[src/pkg/gpt_pkg.sv]
// constants and types of the general-purpose timer block
// Summary of operation
// - Primary timer runs as internal timer, synchronized counter or unsynchronized counter.
// - Primary flag sets on period match or on gate falling edge when gated.
// - Bit 15 starts and stops a timer; even bit 15 runs a joined pair.
// - Bit 13 set halts the timer in idle; clear keeps it counting.
// - Bit 6 enables gated accumulation only with the internal clock selected.
// - Bits 5-4 divide the input clock by 1, 8, 64 or 256.
// - Primary bit 2 picks synchronized or unsynchronized external clock; ignored internally.
// - Bit 1 selects external pin rising edges, else the instruction clock.
// - Primary count writes are blocked while external clock and run are set.
// - Each paired timer alone supports all 16-bit modes except unsynchronized counting.
// - Even bit 3 joins the pair into one 32-bit timer or counter.
// - Joined: even timer holds low word, odd timer high word.
// - Joined: odd control bits ignored except idle halt; even control, clock and gate govern.
// - Joined: 32-bit match raises the odd flag, not the even flag.
// - Joined: period high half from odd period, low half from even period.
// - Joined: running count is odd and even count together, odd is upper.
// - Only the joined pair triggers the converter; pair counts serve capture and compare.
// - Timers may keep running in idle, subject to idle halt; in sleep only the unsynchronized primary counter runs.
package gpt_pkg;
   localparam logic [7:0]  OFS_PRI_CTRL  = 8'h00;
   localparam logic [7:0]  OFS_PRI_COUNT = 8'h04;
   localparam logic [7:0]  OFS_PRI_PER   = 8'h08;
   localparam logic [7:0]  OFS_EVN_CTRL  = 8'h0c;
   localparam logic [7:0]  OFS_EVN_COUNT = 8'h10;
   localparam logic [7:0]  OFS_EVN_PER   = 8'h14;
   localparam logic [7:0]  OFS_ODD_CTRL  = 8'h18;
   localparam logic [7:0]  OFS_ODD_COUNT = 8'h1c;
   localparam logic [7:0]  OFS_ODD_PER   = 8'h20;
   localparam logic [7:0]  OFS_FLAGS     = 8'h24;
   localparam int          BIT_RUN       = 15;
   localparam int          BIT_IDLE      = 13;
   localparam int          BIT_GATE      = 6;
   localparam int          BIT_PS        = 4;
   localparam int          BIT_JOIN      = 3;
   localparam int          BIT_SYNC      = 2;
   localparam int          BIT_CS        = 1;
   localparam logic [15:0] MASK_PRI      = 16'ha076;
   localparam logic [15:0] MASK_EVN      = 16'ha07a;
   localparam logic [15:0] MASK_ODD      = 16'ha072;
   localparam logic [15:0] CTRL_RST      = 16'h0000;
   localparam logic [15:0] COUNT_RST     = 16'h0000;
   localparam logic [15:0] PER_RST       = 16'hffff;
   localparam logic [2:0]  FLAGS_RST     = 3'h0;
   localparam logic [7:0]  PRE_LIM_1     = 8'h00;
   localparam logic [7:0]  PRE_LIM_8     = 8'h07;
   localparam logic [7:0]  PRE_LIM_64    = 8'h3f;
   localparam logic [7:0]  PRE_LIM_256   = 8'hff;
   localparam int          TMR_PRI       = 0;
   localparam int          TMR_EVN       = 1;
   localparam int          TMR_ODD       = 2;

   typedef struct packed {
      logic       run_enable;
      logic       idle_halt;
      logic       gate_accumulate;
      logic [1:0] prescale_select;
      logic       pair_join;
      logic       ext_clock_sync;
      logic       clock_source_select;
   } gpt_ctrl_t;
endpackage

[src/rtl/gpt_timers.sv]
// general-purpose timers: primary 16-bit timer and one joinable pair, ahb-lite slave
`timescale 1ns/100ps
module gpt_timers (
   input  wire logic        i_sys_clk,
   input  wire logic        i_resetn,
   input  wire logic        i_hsel,
   input  wire logic [31:0] i_haddr,
   input  wire logic [1:0]  i_htrans,
   input  wire logic        i_hwrite,
   input  wire logic [2:0]  i_hsize,
   input  wire logic [31:0] i_hwdata,
   input  wire logic        i_hready,
   output logic      [31:0] o_hrdata,
   output logic             o_hreadyout,
   output logic             o_hresp,
   input  wire logic        i_idle,
   input  wire logic        i_sleep,
   input  wire logic        i_primary_ext_clock_pin,
   input  wire logic        i_even_ext_clock_pin,
   input  wire logic        i_odd_ext_clock_pin,
   output logic             o_primary_event,
   output logic             o_even_event,
   output logic             o_odd_event,
   output logic      [2:0]  o_flags,
   output logic             o_adc_trigger,
   output logic      [15:0] o_even_count,
   output logic      [15:0] o_odd_count
);
   logic [15:0]           ctrl [3];
   logic [15:0]           cnt [3];
   logic [15:0]           per [3];
   logic [15:0]           next_ctrl [3];
   logic [15:0]           next_cnt [3];
   logic [15:0]           next_per [3];
   logic [2:0]            flags;
   logic [2:0]            next_flags;
   logic [2:0]            evt;
   logic [2:0]            next_evt;
   logic                  adc;
   logic                  next_adc;
   gpt_pkg::gpt_ctrl_t    cfg [3];
   logic [2:0]            pins;
   logic [2:0]            sync1;
   logic [2:0]            sync2;
   logic [2:0]            sync3;
   logic [2:0]            prev2;
   logic [2:0]            prev3;
   logic [2:0]            run;
   logic [2:0]            ev;
   logic [2:0]            tick;
   logic [2:0]            gated;
   logic [2:0]            gate_fall;
   logic [2:0]            match;
   logic                  join_pair;
   logic [31:0]           cnt32;
   logic [31:0]           per32;
   logic [31:0]           cnt32_inc;
   logic                  match32;
   logic                  a_valid;
   logic                  d_wr;
   logic [7:0]            d_addr;
   logic                  next_d_wr;
   logic [7:0]            next_d_addr;
   logic [31:0]           next_hrdata;
   logic [2:0]            cw;

   function automatic gpt_pkg::gpt_ctrl_t dec(input logic [15:0] c);
      dec.run_enable          = c[gpt_pkg::BIT_RUN];
      dec.idle_halt           = c[gpt_pkg::BIT_IDLE];
      dec.gate_accumulate     = c[gpt_pkg::BIT_GATE];
      dec.prescale_select     = c[gpt_pkg::BIT_PS +: 2];
      dec.pair_join           = c[gpt_pkg::BIT_JOIN];
      dec.ext_clock_sync      = c[gpt_pkg::BIT_SYNC];
      dec.clock_source_select = c[gpt_pkg::BIT_CS];
   endfunction

   function automatic logic [7:0] pre_lim(input logic [1:0] ps);
      case (ps)
         2'b00:   pre_lim = gpt_pkg::PRE_LIM_1;
         2'b01:   pre_lim = gpt_pkg::PRE_LIM_8;
         2'b10:   pre_lim = gpt_pkg::PRE_LIM_64;
         default: pre_lim = gpt_pkg::PRE_LIM_256;
      endcase
   endfunction

   function automatic logic [15:0] rd_mux(input logic [7:0] a);
      if (a == gpt_pkg::OFS_PRI_CTRL) begin
         rd_mux = ctrl[gpt_pkg::TMR_PRI];
      end else if (a == gpt_pkg::OFS_PRI_COUNT) begin
         rd_mux = cnt[gpt_pkg::TMR_PRI];
      end else if (a == gpt_pkg::OFS_PRI_PER) begin
         rd_mux = per[gpt_pkg::TMR_PRI];
      end else if (a == gpt_pkg::OFS_EVN_CTRL) begin
         rd_mux = ctrl[gpt_pkg::TMR_EVN];
      end else if (a == gpt_pkg::OFS_EVN_COUNT) begin
         rd_mux = cnt[gpt_pkg::TMR_EVN];
      end else if (a == gpt_pkg::OFS_EVN_PER) begin
         rd_mux = per[gpt_pkg::TMR_EVN];
      end else if (a == gpt_pkg::OFS_ODD_CTRL) begin
         rd_mux = ctrl[gpt_pkg::TMR_ODD];
      end else if (a == gpt_pkg::OFS_ODD_COUNT) begin
         rd_mux = cnt[gpt_pkg::TMR_ODD];
      end else if (a == gpt_pkg::OFS_ODD_PER) begin
         rd_mux = per[gpt_pkg::TMR_ODD];
      end else if (a == gpt_pkg::OFS_FLAGS) begin
         rd_mux = {13'h0000, flags};
      end else begin
         rd_mux = 16'h0000;
      end
   endfunction

   assign pins      = {i_odd_ext_clock_pin, i_even_ext_clock_pin, i_primary_ext_clock_pin};
   assign join_pair = cfg[gpt_pkg::TMR_EVN].pair_join;
   assign cnt32     = {cnt[gpt_pkg::TMR_ODD], cnt[gpt_pkg::TMR_EVN]};
   assign per32     = {per[gpt_pkg::TMR_ODD], per[gpt_pkg::TMR_EVN]};
   assign cnt32_inc = cnt32 + 32'h0000_0001;
   assign match32   = (cnt32 == per32);

   // zero wait states, so a write lands in the cycle after its address phase
   assign a_valid     = i_hsel & i_htrans[1] & i_hready;
   assign o_hreadyout = 1'b1;
   assign o_hresp     = 1'b0;
   assign o_flags     = flags;
   assign o_primary_event = evt[gpt_pkg::TMR_PRI];
   assign o_even_event    = evt[gpt_pkg::TMR_EVN];
   assign o_odd_event     = evt[gpt_pkg::TMR_ODD];
   assign o_adc_trigger   = adc;
   assign o_even_count    = cnt[gpt_pkg::TMR_EVN];
   assign o_odd_count     = cnt[gpt_pkg::TMR_ODD];

   always_ff @(posedge i_sys_clk or negedge i_resetn) begin
      if (!i_resetn) begin
         sync1 <= 3'h0;
         sync2 <= 3'h0;
         sync3 <= 3'h0;
         prev2 <= 3'h0;
         prev3 <= 3'h0;
      end else begin
         sync1 <= pins;
         sync2 <= sync1;
         sync3 <= sync2;
         prev2 <= sync2;
         prev3 <= sync3;
      end
   end

   genvar gi;
   generate
      for (gi = 0; gi < 3; gi++) begin : g_tmr
         logic [7:0] pre;
         logic [7:0] next_pre;
         logic       halt;
         logic       nosync;
         assign cfg[gi] = dec(ctrl[gi]);
         // a joined pair also honours the odd idle halt
         if (gi == gpt_pkg::TMR_EVN) begin : g_h
            assign halt = cfg[gi].idle_halt | (join_pair & cfg[gpt_pkg::TMR_ODD].idle_halt);
         end else begin : g_h
            assign halt = cfg[gi].idle_halt;
         end
         // only the primary timer may skip the extra sync stage
         if (gi == gpt_pkg::TMR_PRI) begin : g_s
            assign nosync = ~cfg[gi].ext_clock_sync;
         end else begin : g_s
            assign nosync = 1'b0;
         end
         assign run[gi]   = cfg[gi].run_enable & ~(i_idle & halt);
         assign gated[gi] = ~cfg[gi].clock_source_select & cfg[gi].gate_accumulate;
         // the unsynchronized path keeps counting in sleep; synced paths need the core clock
         assign ev[gi] = cfg[gi].clock_source_select ?
                         (nosync ? (sync2[gi] & ~prev2[gi])
                                 : (sync3[gi] & ~prev3[gi] & ~i_sleep)) :
                         (~i_sleep & (~gated[gi] | sync3[gi]));
         assign gate_fall[gi] = run[gi] & gated[gi] & prev3[gi] & ~sync3[gi];
         assign tick[gi]  = run[gi] & ev[gi] & (pre == pre_lim(cfg[gi].prescale_select));
         assign match[gi] = (cnt[gi] == per[gi]);

         always_comb begin
            if (!run[gi]) begin
               next_pre = 8'h00;
            end else if (!ev[gi]) begin
               next_pre = pre;
            end else if (pre == pre_lim(cfg[gi].prescale_select)) begin
               next_pre = 8'h00;
            end else begin
               next_pre = pre + 8'h01;
            end
         end

         always_ff @(posedge i_sys_clk or negedge i_resetn) begin
            if (!i_resetn) begin
               pre <= 8'h00;
            end else begin
               pre <= next_pre;
            end
         end
      end
   endgenerate

   always_comb begin
      next_d_wr   = a_valid & i_hwrite;
      next_d_addr = a_valid ? i_haddr[7:0] : d_addr;
      next_hrdata = (a_valid & ~i_hwrite) ? {16'h0000, rd_mux(i_haddr[7:0])} : 32'h0000_0000;
      cw[gpt_pkg::TMR_PRI] = d_wr & (d_addr == gpt_pkg::OFS_PRI_COUNT);
      cw[gpt_pkg::TMR_EVN] = d_wr & (d_addr == gpt_pkg::OFS_EVN_COUNT);
      cw[gpt_pkg::TMR_ODD] = d_wr & (d_addr == gpt_pkg::OFS_ODD_COUNT);
   end

   always_comb begin
      for (int i = 0; i < 3; i++) begin
         next_ctrl[i] = ctrl[i];
         next_cnt[i]  = cnt[i];
         next_per[i]  = per[i];
      end
      next_evt = 3'h0;
      next_adc = 1'b0;
      if (tick[gpt_pkg::TMR_PRI]) begin
         next_cnt[gpt_pkg::TMR_PRI] = match[gpt_pkg::TMR_PRI] ? 16'h0000
                                      : cnt[gpt_pkg::TMR_PRI] + 16'h0001;
      end
      next_evt[gpt_pkg::TMR_PRI] = (tick[gpt_pkg::TMR_PRI] & match[gpt_pkg::TMR_PRI])
                                   | gate_fall[gpt_pkg::TMR_PRI];
      if (join_pair) begin
         // odd clock, gate and control other than idle halt play no part while joined
         if (tick[gpt_pkg::TMR_EVN]) begin
            next_cnt[gpt_pkg::TMR_EVN] = match32 ? 16'h0000 : cnt32_inc[15:0];
            next_cnt[gpt_pkg::TMR_ODD] = match32 ? 16'h0000 : cnt32_inc[31:16];
         end
         next_evt[gpt_pkg::TMR_ODD] = (tick[gpt_pkg::TMR_EVN] & match32)
                                      | gate_fall[gpt_pkg::TMR_EVN];
         next_adc = tick[gpt_pkg::TMR_EVN] & match32;
      end else begin
         for (int i = 1; i < 3; i++) begin
            if (tick[i]) begin
               next_cnt[i] = match[i] ? 16'h0000 : cnt[i] + 16'h0001;
            end
            next_evt[i] = (tick[i] & match[i]) | gate_fall[i];
         end
      end
      // a software write to a count wins over a tick in the same cycle
      if (d_wr) begin
         if (d_addr == gpt_pkg::OFS_PRI_CTRL) begin
            next_ctrl[gpt_pkg::TMR_PRI] = i_hwdata[15:0] & gpt_pkg::MASK_PRI;
         end else if (d_addr == gpt_pkg::OFS_PRI_COUNT) begin
            if (!(cfg[gpt_pkg::TMR_PRI].clock_source_select
                  & cfg[gpt_pkg::TMR_PRI].run_enable)) begin
               next_cnt[gpt_pkg::TMR_PRI] = i_hwdata[15:0];
            end
         end else if (d_addr == gpt_pkg::OFS_PRI_PER) begin
            next_per[gpt_pkg::TMR_PRI] = i_hwdata[15:0];
         end else if (d_addr == gpt_pkg::OFS_EVN_CTRL) begin
            next_ctrl[gpt_pkg::TMR_EVN] = i_hwdata[15:0] & gpt_pkg::MASK_EVN;
         end else if (d_addr == gpt_pkg::OFS_EVN_COUNT) begin
            next_cnt[gpt_pkg::TMR_EVN] = i_hwdata[15:0];
         end else if (d_addr == gpt_pkg::OFS_EVN_PER) begin
            next_per[gpt_pkg::TMR_EVN] = i_hwdata[15:0];
         end else if (d_addr == gpt_pkg::OFS_ODD_CTRL) begin
            next_ctrl[gpt_pkg::TMR_ODD] = i_hwdata[15:0] & gpt_pkg::MASK_ODD;
         end else if (d_addr == gpt_pkg::OFS_ODD_COUNT) begin
            next_cnt[gpt_pkg::TMR_ODD] = i_hwdata[15:0];
         end else if (d_addr == gpt_pkg::OFS_ODD_PER) begin
            next_per[gpt_pkg::TMR_ODD] = i_hwdata[15:0];
         end
      end
      // write one to clear; a new event in the same cycle still sets
      if (d_wr && (d_addr == gpt_pkg::OFS_FLAGS)) begin
         next_flags = (flags & ~i_hwdata[2:0]) | next_evt;
      end else begin
         next_flags = flags | next_evt;
      end
   end

   always_ff @(posedge i_sys_clk or negedge i_resetn) begin
      if (!i_resetn) begin
         for (int i = 0; i < 3; i++) begin
            ctrl[i] <= gpt_pkg::CTRL_RST;
            cnt[i]  <= gpt_pkg::COUNT_RST;
            per[i]  <= gpt_pkg::PER_RST;
         end
         flags    <= gpt_pkg::FLAGS_RST;
         evt      <= 3'h0;
         adc      <= 1'b0;
         d_wr     <= 1'b0;
         d_addr   <= 8'h00;
         o_hrdata <= 32'h0000_0000;
      end else begin
         for (int i = 0; i < 3; i++) begin
            ctrl[i] <= next_ctrl[i];
            cnt[i]  <= next_cnt[i];
            per[i]  <= next_per[i];
         end
         flags    <= next_flags;
         evt      <= next_evt;
         adc      <= next_adc;
         d_wr     <= next_d_wr;
         d_addr   <= next_d_addr;
         o_hrdata <= next_hrdata;
      end
   end

   stopped_hold_a: assert property (@(posedge i_sys_clk) disable iff (!i_resetn)
      !cfg[0].run_enable && !cw[0] |=> $stable(cnt[0]))
      else $error("primary count moved while stopped");

   idle_halt_a: assert property (@(posedge i_sys_clk) disable iff (!i_resetn)
      i_idle && cfg[0].idle_halt && !cw[0] |=> $stable(cnt[0]))
      else $error("primary count moved in idle with halt set");

   count_block_a: assert property (@(posedge i_sys_clk) disable iff (!i_resetn)
      cw[0] && cfg[0].clock_source_select && cfg[0].run_enable && !tick[0]
      |=> cnt[0] == $past(cnt[0]))
      else $error("primary count write not blocked");

   period_match_a: assert property (@(posedge i_sys_clk) disable iff (!i_resetn)
      tick[0] && match[0] && !cw[0] |=> cnt[0] == 16'h0000 && o_primary_event && flags[0])
      else $error("primary match did not clear and flag");

   gate_fall_a: assert property (@(posedge i_sys_clk) disable iff (!i_resetn)
      run[0] && gated[0] && $fell(sync3[0]) |=> o_primary_event)
      else $error("gate falling edge missed");

   prescale_a: assert property (@(posedge i_sys_clk) disable iff (!i_resetn)
      tick[0] && cfg[0].prescale_select == 2'b01 |=> !tick[0] [*7])
      else $error("divide by eight ticked early");

   pair_flag_a: assert property (@(posedge i_sys_clk) disable iff (!i_resetn)
      join_pair && tick[1] && match32 |=> o_odd_event && !o_even_event && o_adc_trigger)
      else $error("joined match not on odd flag");

   join_carry_a: assert property (@(posedge i_sys_clk) disable iff (!i_resetn)
      join_pair && tick[1] && !match32 && cnt[1] == 16'hffff && !cw[1] && !cw[2]
      |=> cnt[1] == 16'h0000 && cnt[2] == $past(cnt[2]) + 16'h0001)
      else $error("carry into odd word lost");

   odd_ignored_a: assert property (@(posedge i_sys_clk) disable iff (!i_resetn)
      join_pair && !tick[1] && !cw[2] |=> $stable(cnt[2]))
      else $error("odd word moved on its own while joined");

   adc_pair_a: assert property (@(posedge i_sys_clk) disable iff (!i_resetn)
      o_adc_trigger |-> $past(join_pair))
      else $error("converter trigger outside joined mode");

   even_quiet_a: assert property (@(posedge i_sys_clk) disable iff (!i_resetn)
      join_pair |=> !o_even_event)
      else $error("even event pulsed while joined");
endmodule // gpt_timers

[config.mk]
export PLATFORM = sky130hd
export DESIGN_NAME = gpt_timers
export DESIGN_NICKNAME = d
export VERILOG_FILES = /design/src/pkg/gpt_pkg.sv /design/src/rtl/gpt_timers.sv
export SDC_FILE = /design/constraint.sdc
export NUM_CORES = 1
export LEC_CHECK = 0
export BUFFER_PORTS_ARGS = -buffer_cell sky130_fd_sc_hd__buf_2
export CAP_MARGIN = 20
export CORE_MARGIN = 2
export CORE_UTILIZATION = 50
export DETAILED_ROUTE_END_ITERATION = 16
export MAX_ROUTING_LAYER = met4
export PLACE_DENSITY = 0.74
export SYNTH_ARGS = -nofsm -noshare
export SYNTH_HDL_FRONTEND = slang
export SYNTH_SLANG_ARGS = --single-unit
[constraint.sdc]
create_clock -name i_sys_clk -period 3.4 [get_ports i_sys_clk]
set_clock_uncertainty 0.1 [all_clocks]
set_input_delay 0.34 -clock i_sys_clk [delete_from_list [all_inputs] [get_ports i_sys_clk]]
set_output_delay 0.34 -clock i_sys_clk [all_outputs]
set_load 0.01 [all_outputs]
==> results.py <==
metrics = {
    "run_status": {
        "outcome": "complete, no violations",
    },
    "pwr": {
        "power_mw": 5.65,
        "ir_drop_uv": 297,
        "power_density_nw_per_um2": 478,
        "p_leak_nw": 4.91,
    },
    "hold_path": {
        "min_delay_path_depth": 3,
        "hold_class": "primary input to flip-flop",
    },
    "route": {
        "dr_total_vias": 8991,
        "drt_wl_total_mm": 30.9,
        "firstDrtPassIters": 7,
        "wl_per_cell_um": 21.8,
        "vias_per_cell": 6.35,
        "drt_iter0_drc": 1000,
        "route.detailed.drc": 0,
        "ant_nets": 0,
    },
    "floorplanning": {
        "core.rowCount": 53,
        "die_h_um": 150,
        "dieWidth_um": 150,
        "coreArea_um2": 21000,
        "boundaryPins": 152,
        "initial_utilization": 0.508,
        "dieArea_um2": 22600,
    },
    "synthesis": {
        "ys.flop_type": "dfrtp_1",
        "syn_inst": 1070,
        "synth_area_leaders": "dfrtp_1, dfstp_2, mux2_2",
        "yosys_warnings": 0,
        "synth_enable_flop_cells": 0,
        "yosysTopAreaCell": "dfrtp_1",
        "async_flop_share": 1.00,
        "ys_types": 82,
        "syn_avg_cell_area_um2": 9.98,
        "synth_top_area_frac": 0.319,
        "synthesis.area_um2": 10700,
        "ys_ff_latch": 184,
        "seq_area_frac_synth": 0.437,
    },
    "layout": {
        "layout.nets": 1215,
        "final_cell_area_um2": 11800,
        "antenna_cells": 0,
        "drive_gt1_frac": 0.278,
        "syn2layout_area_growth_pct": 10.8,
        "stdcell_count": 1417,
    },
    "sta": {
        "slew-limit-headroom": 0.353,
        "maxSlewViolCount": 0,
        "min_period_ps": 2850,
        "worstMarginPinSlew_ps": 962,
        "setup_viol": 0,
        "hold_violations": 0,
        "setup_tns_ps": 0,
        "max_freq_mhz": 351,
        "min_period_over_period": 0.837,
        "rsz0062_at_grt": "no",
    },
    "worst_setup_path": {
        "cp.depth": 7,
        "slowest_stage": "or4_1",
        "crit_family": "compound AO/OA/AOI/OAI gates",
        "slowest_delay_ps": 530,
        "crit_chain": "or4_1, o22ai_2, and4_4, a31oi_1, a221o_1, a21oi_1, o31ai_1",
        "required_ps": 3620,
        "end_kind": "flip-flop",
        "critPathLaunchType": "flip-flop",
        "cp_num_buf_inv": 0,
        "path_class": "flip-flop to flip-flop",
        "ff2ff_path_depth": 7,
        "critPathArrivalTime_ps": 3060,
        "path_max_fanout": 14,
    },
    "place": {
        "place_area_um2": 11200,
        "hpwl_mm": 22.6,
        "io_buffers": 89,
        "place_congestion": 0.945,
        "place_inst": 1382,
    },
    "cts": {
        "path_clk_slew_ps": 70,
        "cts_inserted_buffers": 17,
        "cts_tree": "done",
        "post_cts_resized": 0,
        "clockRootBuffer": "clkbuf_16",
        "clk_path_buf_depth": 2,
        "clock_latency_ps": 440,
        "cts.sink_count": 184,
        "cts_max_level": 4,
    },
    "grt": {
        "grt_pass1_wl_mm": 47.2,
        "grt_use_total": 0.284,
        "grt_pass1_vias": 8103,
        "grt_max_degree": 69,
        "overflow": 0,
        "antenna_found_initial": 0,
    },
    "flow_run": {
        "drv_cap": 0,
    },
}
[cell usage in the layout (no fill, tap or decap), types with 13 or more instances in the layout]
cell       count
nand4_1       34
nor2_1        45
conb_1        18
a21oi_1       28
clkbuf_16     17
buf_2         88
nand3_1       43
o21ai_0       59
and3_1        21
mux2_2        85
buf_4         33
nor3_1        29
dfstp_2       48
dfrtp_1      136
a222oi_1      14
nand2b_1      13
a31oi_1       15
nand2_1      102
xnor2_1       68
[path summary, 6_finish.rpt]
| path | from | slack, ps | to |
|---|---|---|---|
| worst max register to register | cfg[12]$_DFFE_PN0P_ | 550 | o_odd_count[3]$_DFF_PN0_ |
| worst min register to register | sync1[2]$_DFF_PN0_ | 250 | sync2[2]$_DFF_PN0_ |
| min in group asynchronous | i_resetn | 320 | g_tmr[1].pre[0]$_DFFE_PN0P_ |
| worst min-delay path | i_hwrite | 50 | d_wr$_DFF_PN0_ |
| max in group asynchronous | i_resetn | 1990 | per[41]$_DFFE_PN1P_ |
| worst max-delay path | cfg[12]$_DFFE_PN0P_ | 550 | o_odd_count[3]$_DFF_PN0_ |
[Yosys cell counts, types with 6 or more instances]
cell and instances:
a22oi_1 12, dfrtp_1 136, dfstp_2 48, a221oi_1 7
o21ai_0 59, buf_2 9, mux2_2 85, a222oi_1 14
and2_1 11, nor2b_1 9, nand4b_1 6, xnor2_1 68
nor3_1 29, and3_1 21, nor4_1 10, nand3_1 43
xor2_1 10, clkbuf_1 31, buf_4 51, nand4_1 34
a31oi_1 15, nand2_1 102, or3_1 6, a21oi_1 28
ha_1 6, o31ai_1 8, o21a_1 7, inv_1 12
nand2b_1 13, nor2_1 45, o21ai_1 12, a21o_1 8
[routing by layer]
| metal | up-vias | GRT usage | wire length [um] | share of wire |
|---|---|---|---|---|
| li1 | 3993 | - | - | - |
| met1 | 4376 | 0.386 | 13100 | 0.42 |
| met2 | 504 | 0.420 | 13700 | 0.44 |
| met3 | 118 | 0.0436 | 2520 | 0.082 |
| met4 | 0 | 0.133 | 1620 | 0.052 |
| met5 | - | - | 0 | 0 |
[through the flow]
step                      utilization  setup slack [ps]  hold WS [ps]
final                           0.563               553          50.5
after global routing            0.563               433          53.3
after CTS                       0.563               595          38.3
after detailed placement        0.533               600           235
after global placement          0.533               658           233
after floorplan                     -              1030         -55.6
[sequential cells by signal (all words and copies together) (netlist names)]
register / flops
g_tmr.pre: 24
o_flags: 3
cfg: 20
d_addr: 8
o_adc_trigger: 1
prev3: 3
o_even_count: 16
sync2: 3
cnt: 16
o_odd_count: 16
per: 48
sync1: 3
prev2: 3
evt: 3
d_wr: 1
o_hrdata: 16
[what timing repair did]
item,in CTS,in global routing
hold buffers,4,0
endpoints found under the hold margin,36,0
setup endpoints to repair,0,0
buffers inserted,0,0
[worst register-to-register path, delay by kind of cell, from the launching register on]
kind,cells,cell delay (ps)
simple gates,2,910
flops,1,500
compound gates,5,1220
[final cells by class]
class,instances,area (um2)
fillers,1813,9190
well taps,275,344
multi-input cells,787,5420
inverters,13,48.8
clock inverters,13,168
repair buffers,127,762
flip-flops and latches,184,4660
clock buffers,18,429
[power by group]
part	leakage [nW]	switching, mW	internal [mW]	total [mW]
combinational	2.31	0.531	0.423	0.955
clock	0.288	0.889	1.16	2.05
sequential	2.31	0.258	2.39	2.65
total	4.91	1.68	3.97	5.65
[kinds of logic after synthesis]
| family | after synthesis | synth area share |
|---|---|---|
| AND/OR/NAND/NOR | 370 | 0.188 |
| AO/OA/AOI/OAI | 226 | 0.148 |
| flip-flops | 184 | 0.437 |
| buffers and inverters | 115 | 0.0625 |
| multiplexers | 89 | 0.0933 |
| XOR/XNOR | 78 | 0.0639 |
| adder cells (fa/ha/maj) | 6 | 0.00703 |
| other | 2 | 0.000703 |
Power figures use the tool's default switching activity.
